[src/ric_regs.vh]
`ifndef RIC_REGS_VH
`define RIC_REGS_VH
// Register byte addresses on the APB bus
`define RIC_ADDR_FLAGS_LO 12'h000
`define RIC_ADDR_FLAGS_HI 12'h004
`define RIC_ADDR_EN_LO 12'h008
`define RIC_ADDR_EN_HI 12'h00c
`define RIC_ADDR_STATUS1 12'h010
`define RIC_ADDR_CTRL 12'h014
`define RIC_ADDR_LEVEL 12'h018
`define RIC_ADDR_FILL 12'h01c
// Set/clear selector bit in every flag and enable register
`define RIC_SEL_BIT 7
// Low flag register bit positions
`define RIC_LO_TX 0
`define RIC_LO_RX 1
`define RIC_LO_IDLE 2
`define RIC_LO_HI_ALERT 3
`define RIC_LO_LO_ALERT 4
`define RIC_LO_ERR 5
`define RIC_LO_CARD 6
`define RIC_LO_SOF 7
// High flag register bit positions
`define RIC_HI_TIMER0 0
`define RIC_HI_GLOBAL 7
// Status and control bit positions
`define RIC_ST_IRQ 0
`define RIC_ST_HI_ALERT 1
`define RIC_ST_LO_ALERT 2
`define RIC_CTRL_PIN_EN 0
// Reset values
`define RIC_RST_BYTE 8'h00
`define RIC_RST_LEVEL 9'h008
`endif

[src/ric_irq_ctrl.v]
// Design decisions made here: the placing of the registers and register access over APB.
`timescale 1ns/10ps
// Behaviour
// RL1 - Two flag and two enable registers
// RL2 - Bit 7 selects set or clear
// RL3 - Host may raise or clear flags; bit 7 of the low register (start of frame) is not host-writable
// RL4 - Any enabled event sets status indication bit
// RL5 - Interrupt pin driven when pin enabled
// RL6 - Timer underflow sets its own flag
// RL7 - Transmit end sets transmit-done flag
// RL8 - Receive end sets receive-done flag
// RL9 - Command back to idle sets flag
// RL10 - One level sets both FIFO thresholds
// RL11 - High alert rise sets flag
// RL12 - Low alert rise sets flag
// RL13 - Any error bit sets error flag
// RL14 - Card detect sets card flag
// RL15 - Start of frame sets flag
// RL16 - Global flag: any enabled flag set
// RL17 - Ones set or clear; zeros keep
// RL18 - Flags sticky; pin drops when none
// RL19 - FIFO fill range is 512 bytes
`include "ric_regs.vh"
module ric_irq_ctrl #(
  parameter NUM_TIMERS = 4,
  parameter FIFO_DEPTH = 512,
  parameter FILL_W = 10
) (
  // Clock and reset
  input wire ref_clk,
  input wire reset,
  input wire clk_en,
  // APB slave
  input wire psel,
  input wire penable,
  input wire pwrite,
  input wire [11:0] paddr,
  input wire [31:0] pwdata,
  output wire pready,
  output reg [31:0] prdata,
  output wire pslverr,
  // Event sources
  input wire [NUM_TIMERS-1:0] timer_underflow,
  input wire tx_eof_start,
  input wire rx_end,
  input wire cmd_to_idle,
  input wire [7:0] error_bits,
  input wire card_detected,
  input wire rx_sof,
  input wire [FILL_W-1:0] fifo_fill,
  // Interrupt outputs
  output reg irq_pin,
  output wire irq_status
);

  // Register state
  reg [7:0] flags_lo_r; // Low flag register
  reg [7:0] flags_hi_r; // High flag register, bit 7 global
  reg [7:0] en_lo_r; // Low enable register
  reg [7:0] en_hi_r; // High enable register
  reg pin_en_r; // Pin signalling activation
  reg [8:0] level_r; // FIFO warning level
  reg hi_alert_d_r; // Previous high alert level
  reg lo_alert_d_r; // Previous low alert level
  reg err_d_r; // Previous any-error level

  // Bus decode
  wire wr_acc = psel & penable & pwrite;
  wire rd_acc = psel & penable & ~pwrite;
  wire sel_set = pwdata[`RIC_SEL_BIT];
  wire [6:0] wr_bits = pwdata[6:0];
  wire mapped = (paddr == `RIC_ADDR_FLAGS_LO) | (paddr == `RIC_ADDR_FLAGS_HI) |
                (paddr == `RIC_ADDR_EN_LO) | (paddr == `RIC_ADDR_EN_HI) |
                (paddr == `RIC_ADDR_STATUS1) | (paddr == `RIC_ADDR_CTRL) |
                (paddr == `RIC_ADDR_LEVEL) | (paddr == `RIC_ADDR_FILL);
  assign pready = 1'b1;
  assign pslverr = psel & penable & ~mapped;

  // FIFO alerts from one level value [RL10] [RL19]
  wire [FILL_W-1:0] level_ext = {{(FILL_W-9){1'b0}}, level_r};
  wire [FILL_W-1:0] depth_w = FIFO_DEPTH[FILL_W-1:0];
  wire hi_alert = (depth_w - fifo_fill) <= level_ext; // [RL10]
  wire lo_alert = fifo_fill <= level_ext; // [RL10]
  wire any_err = |error_bits; // [RL13]

  // Hardware event vectors, one bit per flag position
  reg [7:0] ev_lo;
  reg [7:0] ev_hi;
  always @* begin
    ev_lo = 8'h00;
    ev_lo[`RIC_LO_TX] = tx_eof_start; // [RL7]
    ev_lo[`RIC_LO_RX] = rx_end; // [RL8]
    ev_lo[`RIC_LO_IDLE] = cmd_to_idle; // [RL9]
    ev_lo[`RIC_LO_HI_ALERT] = hi_alert & ~hi_alert_d_r; // [RL11]
    ev_lo[`RIC_LO_LO_ALERT] = lo_alert & ~lo_alert_d_r; // [RL12]
    ev_lo[`RIC_LO_ERR] = any_err & ~err_d_r; // [RL13]
    ev_lo[`RIC_LO_CARD] = card_detected; // [RL14]
    ev_lo[`RIC_LO_SOF] = rx_sof; // [RL15]
    ev_hi = 8'h00;
    ev_hi[NUM_TIMERS-1:0] = timer_underflow; // [RL6]
  end

  // Software write masks: ones set or clear per selector [RL2] [RL17]
  wire wr_flo = wr_acc & (paddr == `RIC_ADDR_FLAGS_LO);
  wire wr_fhi = wr_acc & (paddr == `RIC_ADDR_FLAGS_HI);
  wire wr_elo = wr_acc & (paddr == `RIC_ADDR_EN_LO);
  wire wr_ehi = wr_acc & (paddr == `RIC_ADDR_EN_HI);
  wire [7:0] sw_set = {1'b0, sel_set ? wr_bits : 7'h00}; // [RL3]
  wire [7:0] sw_clr = {1'b0, sel_set ? 7'h00 : wr_bits}; // [RL3]

  // Global flag: any enabled source flag [RL16]
  wire [7:0] src_hi = {1'b0, flags_hi_r[6:0]};
  wire global_nxt = |(flags_lo_r & en_lo_r) | |(src_hi & en_hi_r);
  wire [7:0] pend_nxt = flags_lo_r & en_lo_r;

  // Flag and enable registers; hardware set beats software clear [RL1] [RL18]
  always @(posedge ref_clk) begin
    if (reset) begin
      flags_lo_r <= `RIC_RST_BYTE;
      flags_hi_r <= `RIC_RST_BYTE;
      en_lo_r <= `RIC_RST_BYTE;
      en_hi_r <= `RIC_RST_BYTE;
      pin_en_r <= 1'b0;
      level_r <= `RIC_RST_LEVEL;
      // Track live levels so a level already high at reset is no false edge
      hi_alert_d_r <= hi_alert;
      lo_alert_d_r <= lo_alert;
      err_d_r <= any_err;
      irq_pin <= 1'b0;
    end else if (clk_en) begin
      hi_alert_d_r <= hi_alert;
      lo_alert_d_r <= lo_alert;
      err_d_r <= any_err;
      // Low flags; bit 7 of the low register is a source, set by hardware only
      flags_lo_r <= (flags_lo_r & ~(wr_flo ? sw_clr : 8'h00)) |
                    (wr_flo ? sw_set : 8'h00) | ev_lo; // [RL17] [RL18]
      // High flags 0..6; global bit follows sources
      flags_hi_r[6:0] <= (flags_hi_r[6:0] & ~(wr_fhi ? sw_clr[6:0] : 7'h00)) |
                         (wr_fhi ? sw_set[6:0] : 7'h00) | ev_hi[6:0]; // [RL6] [RL17]
      flags_hi_r[`RIC_HI_GLOBAL] <= global_nxt; // [RL16]
      if (wr_elo) begin
        en_lo_r <= sel_set ? (en_lo_r | {1'b0, wr_bits}) : (en_lo_r & ~{1'b0, wr_bits}); // [RL2]
      end
      if (wr_ehi) begin
        en_hi_r <= sel_set ? (en_hi_r | {1'b0, wr_bits}) : (en_hi_r & ~{1'b0, wr_bits}); // [RL2]
      end
      if (wr_acc & (paddr == `RIC_ADDR_CTRL)) begin
        pin_en_r <= pwdata[`RIC_CTRL_PIN_EN];
      end
      if (wr_acc & (paddr == `RIC_ADDR_LEVEL)) begin
        level_r <= pwdata[8:0];
      end
      // Pin drops once no enabled flag remains [RL5] [RL18]
      irq_pin <= pin_en_r & global_nxt;
    end
  end

  // Status indication independent of pin activation [RL4]
  assign irq_status = flags_hi_r[`RIC_HI_GLOBAL];
  wire unused_pend = |pend_nxt;

  // Read mux
  always @* begin
    prdata = 32'h0000_0000;
    if (rd_acc) begin
      case (paddr)
        `RIC_ADDR_FLAGS_LO: prdata[7:0] = flags_lo_r;
        `RIC_ADDR_FLAGS_HI: prdata[7:0] = flags_hi_r;
        `RIC_ADDR_EN_LO: prdata[7:0] = en_lo_r;
        `RIC_ADDR_EN_HI: prdata[7:0] = en_hi_r;
        `RIC_ADDR_STATUS1: prdata[2:0] = {lo_alert, hi_alert, irq_status}; // [RL4]
        `RIC_ADDR_CTRL: prdata[0] = pin_en_r;
        `RIC_ADDR_LEVEL: prdata[8:0] = level_r;
        `RIC_ADDR_FILL: prdata[FILL_W-1:0] = fifo_fill;
        default: prdata = 32'h0000_0000;
      endcase
    end
  end

endmodule // ric_irq_ctrl

[config.mk]
export PLATFORM = sky130hd
export DESIGN_NAME = ric_irq_ctrl
export DESIGN_NICKNAME = d
export VERILOG_FILES = /design/src/ric_irq_ctrl.v
export VERILOG_INCLUDE_DIRS = /design/src
export SDC_FILE = /design/constraint.sdc
export NUM_CORES = 1
export LEC_CHECK = 0
export ABC_AREA = 0
export BUFFER_PORTS_ARGS = -buffer_cell sky130_fd_sc_hd__buf_4
export CORE_UTILIZATION = 41
export CTS_CLUSTER_DIAMETER = 30
export CTS_CLUSTER_SIZE = 12
export DETAILED_ROUTE_END_ITERATION = 8
export HOLD_SLACK_MARGIN = 0.12
export PLACE_DENSITY = 0.63
export SLEW_MARGIN = 15
export SYNTH_ARGS = -nofsm -noshare
export SYNTH_HDL_FRONTEND = slang
export SYNTH_SLANG_ARGS = --single-unit
[constraint.sdc]
create_clock -name ref_clk -period 2.68 [get_ports ref_clk]
set_input_delay 0.134 -clock ref_clk [delete_from_list [all_inputs] [get_ports ref_clk]]
set_output_delay 0.134 -clock ref_clk [all_outputs]
set_load 0.01 [all_outputs]
==> results of run 1 <==
[final timing paths]
path	slack, ps	endpoint	cells after the start
setup / recovery	-90	prdata[1]	12
hold / removal	130	flags_hi_r[1]$_SDFFE_PP0P_	3
setup reg to reg	600	flags_lo_r[3]$_SDFFE_PP0P_	9
hold reg to reg	480	flip-flop	2
[final cells by class]
class	instances	area, sq um	share of cell area
inverters	15	56.3	0.0136
multi-input cells	330	2150	0.521
flip-flops and latches	44	911	0.221
clock buffers	7	108	0.0261
well taps	102	128	0.0309
clock inverters	1	8.76	0.00212
repair buffers	98	767	0.186
[Yosys cell counts (4+ instances only)]
cell type / n / area, sq um
clkbuf_1: 10 / 37.5
inv_1: 15 / 56.3
a222oi_1: 5 / 50.1
dfxtp_1: 41 / 821
mux2i_1: 18 / 180
nor2_1: 30 / 113
a21oi_1: 34 / 170
a31oi_1: 6 / 37.5
mux2_2: 5 / 56.3
nand4_1: 6 / 37.5
o21ai_0: 6 / 30.0
nor3_1: 9 / 45.0
and3_1: 10 / 62.6
nand2b_1: 4 / 25.0
nor4_1: 6 / 37.5
xnor2_1: 7 / 61.3
nand2_1: 65 / 244
buf_4: 26 / 195
buf_2: 13 / 65.1
a21o_1: 4 / 30.0
o21ai_1: 7 / 35.0
a221oi_1: 7 / 61.3
ha_1: 18 / 225
nand3_1: 17 / 85.1
[metal layers]
| layer | part of all wire | global-route usage |
|---|---|---|
| met1 | 0.45 | 0.316 |
| met2 | 0.47 | 0.386 |
| met3 | 0.062 | 0.0343 |
| met4 | 0.015 | 0.0569 |
| met5 | 0 | 0 |
[power breakdown]
part           internal (mW)  switching, mW  total, mW
sequential             0.677         0.0136      0.690
clock                  0.268          0.247      0.515
combinational          0.130          0.156      0.286
[kinds of logic after synthesis]
family,synth area share
AOI/OAI and AO/OA,0.169
other,0.00229
xor gates and xnor gates,0.0213
buffers and inverters,0.111
DFF,0.277
and+or+nand+nor,0.278
adders and majority gates,0.0686
muxes,0.0720
[worst max-delay path, delay by kind of cell]
| kind | cells | cell delay [ps] |
|---|---|---|
| simple gates | 5 | 1330 |
| compound gates | 3 | 510 |
| fa+ha+maj | 1 | 270 |
| buf+inv | 2 | 250 |
| xor+xnor | 1 | 150 |
[cells in the final DEF (no fill, tap or decap), types with 7 or more instances in the layout]
cell	synthesis	routed
buf_4	26	86
nand2_1	65	65
dfxtp_1	41	41
a21oi_1	34	33
nor2_1	30	30
conb_1	2	23
mux2i_1	18	18
ha_1	18	18
nand3_1	17	16
inv_1	15	15
dlygate4sd3_1	0	11
and3_1	10	10
nor3_1	9	8
o21ai_1	7	8
xnor2_1	7	7
[repair_timing]
item                       in CTS  in global routing
setup buffers                   1                  1
gates resized for setup         4                  8
setup endpoints to repair       1                  2
pin swaps                       2                  8
hold buffers                   11                  0
hold endpoints to repair        9                  0
[stage by stage]
step	power, mW	TNS, ps	hold WS [ps]
finish	1.49	-93.4	127
CTS	1.49	-126	126
detailed placement	0.965	-202	381
floorplan	0.860	0	276
global route	1.55	-251	130
global placement	0.962	-158	375
==> impl_results.md, run 1 <==
- Fillers: 746
- Post-route DRC: 0
- Most used cell, CP: buf_4
- RSZ-0062 raised after global routing: yes
- Die area: 8370 sq um
- Cell Count Post-Placement: 576
- Pwr dens: 361 nW/um^2
- Antenna cells: 0
- Status: finished, violations left
- Core footprint: 7730 sq um
- Num CTS Buffers: 5
- Drt wl/cell: 16.5 um
- Ys Warns: 0
- IO Port Bufs: 66
- Non-filler cells, final: 597
- Final min period: 2770 ps
- Drt total wl: 9820 um
- Worst slack at placement: -202 ps
- Total global-route track usage: 0.233
- Peak supply drop: 0.348 mV
- Drt pass-1 iters: 6
- Asr flop ratio synth: 0
- CP arrival: 2640 ps
- Placed Instance Area: 3820 sq um
- Layout cells sized above 1: 0.240
- Layout overhead on the synthesized area: 25.7%
- Post-synth cell types: 56
- Critical path required time: 2550 ps
- Final worst path period share: 1.03
- Detailed placement HPWL: 7110 um
- Critical path, cell by cell: buf_4 -> or4_4 -> nor4_4 -> xnor2_1 -> ha_1 -> nand4_1 -> nor2_1 -> a221oi_2 -> o21ai_2 -> or3_1 -> a21oi_2 -> buf_4
- Drt via density: 5.54
- Worst r2r src: level_r[5]$_SDFFE_PP0P_
- EDFF count, synth: 3
- 1st-iter DRT viols: 211
- Area of the mapped netlist: 3280 sq um
- Clk_skew: 8.73 ps
- Global-route congestion overflow total: 0
- Routed via count: 3,308
- Slew HR: 0.475
- # rows: 32
- Highest cell delay on the worst timing path: 570 ps
- Maximum fanout along the worst path: 3
- Initial antenna violation count: 0
- Main synth FF type: dfxtp_1
- Syn_area_per_cell: 7.86 sq um
- Max-cap violation count: 0
- Finished Core Util: 0.534
- Max Root-Sink Buffers: 2
- Die Span X: 91.5 um
- Hold Violations, Final: 0
- CTS Sinks: 44
- CTS tree: done
- Setup ws final: -93.4 ps
- CP Class: in2out
- Register area share after synthesis: 0.277
- First-pass GRT wire length: 15,300 um
- Initial Utilization: 0.425
- Hold Path Class: in2reg
- Slowest CP cell: or4_4
- Element type at the critical path start: primary input
- Violated checks: negative setup slack
- Clock Latency Late Sink: 300 ps
- Hold_sp: timer_underflow[1]
- CTS Root Cell: clkbuf_8
- Critical Path Source: fifo_fill[4]
- Max-slew violations: 0
- Leakage: 1.65 nW
- RePlAce Congestion: 0.853
- Clock slew at reported path FFs: 90 ps
- Vias in the first global route: 2,955
- Fmax: 361 MHz
- Crit. End Element: primary output
- Synthesized flop and latch total: 44
- H-tree lvl count: 2
- Tightest Pin Transition: 785 ps
- Endpoints failing setup: 1
- Antenna Nets Post-Route: 0
- Ports: 113
- Die height: 91.5 um
- Cells after synthesis: 418
- Largest net degree at the start of global routing: 42
- Post-route design area: 4130 sq um
- Nets: 589
(Power assumes the default switching activity.)
==> run 2: changes to the inputs <==
Settings changed: CORE_UTILIZATION 41 to 51, PLACE_DENSITY 0.63 to 0.77.
==> run 2 against run 1 <==
- wire length down 4.3%
- the flow still finishes with violations (negative setup slack)
- sequential share of layout area is 0.37 points higher
- critical endpoint unchanged
- register-to-register slack worse by 100 ps
- utilization grew 14 points
- final area decreased by 1.6%
- power increased by 2.0%
- non-clock buffer count shrank 2
- critical path type unchanged
- via count up 1.5%
- largest cell class unchanged
- sequential cell count did not move
- final cell count fell by 4.9%
==> impl_results.md, run 2 (same netlist as run 1, synthesis figures left out) <==
- Storage cell area: 911 sq um
- Slowest CP cell: or4_4
- Crit. End Element: primary output
- Vias in the first global route: 3,069
- Antenna Nets Post-Route: 0
- Highest cell delay on the worst timing path: 550 ps
- Peak supply drop: 0.389 mV
- # rows: 28
- Final Power: 1.52 mW
- Final worst path period share: 1.04
- Drt total wl: 9400 um
- Maximum fanout along the worst path: 3
- Multi-input logic area: 2120 sq um
- Endpoints failing setup: 1
- CTS Root Cell: clkbuf_8
- Drt via density: 5.91
- Total global-route track usage: 0.297
- IO Port Bufs: 66
- Pwr dens: 375 nW/um^2
- CP Class: in2out
- Die height: 82.3 um
- Initial antenna violation count: 0
- Largest net degree at the start of global routing: 42
- Leakage: 1.63 nW
- Max-cap violation count: 0
- CTS Sinks: 44
- RSZ-0062 raised after global routing: yes
- Initial Utilization: 0.542
- Drt pass-1 iters: 5
- Post-route DRC: 0
- 1st-iter DRT viols: 350
- Element type at the critical path start: primary input
- Commonest non-fill, non-tap cell in the layout: buf_4
- CP arrival: 2650 ps
- Clock Latency Late Sink: 300 ps
- Die area: 6770 sq um
- Core footprint: 6060 sq um
- First-pass GRT wire length: 15,000 um
- Clock slew at reported path FFs: 90 ps
- Status: finished, violations left
- Fmax: 359 MHz
- Drt wl/cell: 16.5 um
- Tightest Pin Transition: 766 ps
- Routed via count: 3,359
- Final min period: 2790 ps
- Commonest cells after routing, fill and taps aside: buf_4 (84), nand2_1 (65), dfxtp_1 (41), a21oi_1 (33), nor2_1 (30)
- Max-slew violations: 0
- Critical path, cell by cell: buf_6 -> or4_4 -> nor4_4 -> xnor2_1 -> ha_1 -> nand4_1 -> nor2_1 -> a221oi_2 -> o21ai_2 -> or3_1 -> a21oi_2 -> buf_4
- Hold Violations, Final: 0
- Fillers: 527
- Hold Path Class: in2reg
- Layout overhead on the synthesized area: 23.6%
- Nets: 587
- Slew HR: 0.487
- Num CTS Buffers: 5
- Antenna cells: 0
- Clk_skew: 7.51 ps
- Ports: 113
- Setup ws final: -108 ps
- Critical path required time: 2550 ps
- Violated checks: negative setup slack
- Layout cells sized above 1: 0.233
- RePlAce Congestion: 0.996
- Final hold slack: 121 ps
- Detailed placement HPWL: 6830 um
- Die Span X: 82.3 um
- Max Root-Sink Buffers: 2
- CTS tree: done
- Global-route congestion overflow total: 0
- H-tree lvl count: 2
==> run 2: cell count changes in the layout (fill, tap and decap cells not counted), sizes merged <==
| cell | change |
|---|---|
| bufinv | +1 |
| buf | -1 |
| dlygate4sd3 | -1 |
| clkbuf | -1 |
==> run 2: stage by stage <==
| stage | TNS (ps) | worst slack (ps) | instances | area, sq um | utilization |
|---|---|---|---|---|---|
| 3_5_place_dp | -263 | -232 | 547 | 3770 | 0.622 |
| 4_1_cts | -50.6 | -50.6 | 568 | 4060 | 0.670 |
| 2_1_floorplan | 0 | 118 | 439 | 3360 | - |
| 3_3_place_gp | -144 | -144 | 547 | 3770 | 0.622 |
| 5_1_grt | -221 | -221 | 568 | 4060 | 0.670 |
| 6_report | -108 | -108 | 568 | 4060 | 0.670 |
==> run 2: critical path, delay by kind of cell <==
kind / cells / cell delay [ps]
AO/OA/AOI/OAI: 3 / 520
adder cells (fa/ha/maj): 1 / 290
XOR/XNOR: 1 / 170
AND/OR/NAND/NOR: 5 / 1320
buffers and inverters: 2 / 220
==> run 2: per-layer routing <==
| layer | vias to the layer above | track usage | wire (um) |
|---|---|---|---|
| met2 | 178 | 0.486 | 4380 |
| met4 | 0 | 0.100 | 207 |
| li1 | 1595 | - | - |
| met5 | - | 0 | 0 |
| met3 | 19 | 0.0341 | 735 |
| met1 | 1567 | 0.404 | 4080 |
==> run 2: path summary, 6_finish.rpt <==
kind                            slack (ps)  depth (start not counted)                          to               startpoint
worst max-delay path                  -110                         12                   prdata[1]             fifo_fill[3]
worst min-delay path                   120                          3  flags_lo_r[2]$_SDFFE_PP0P_              cmd_to_idle
worst max register to register         500                         10  flags_lo_r[3]$_SDFFE_PP0P_  level_r[5]$_SDFFE_PP0P_
worst min register to register         490                          2                   flip-flop                flip-flop
==> run 2: timing repair <==
action	CTS	global route
hold buffers	10	0
endpoints found under the setup margin	1	1
pin swaps	9	0
endpoints found under the hold margin	8	0
resized for setup	9	0
buffers inserted	3	0
==> run 2: report_power, final <==
group          internal (mW)  switching (mW)
registers              0.677          0.0135
logic                  0.130           0.152
clock network          0.305           0.244
total                   1.11           0.410
==> run 2: cell type report <==
type	instances	area share
Sequential cell	44	0.224
Timing Repair Buffer	96	0.186
Multi-Input combinational cell	330	0.523
Inverter	15	0.0139
Tap cell	75	0.0231
Clock inverter	2	0.00955
Clock buffer	6	0.0203
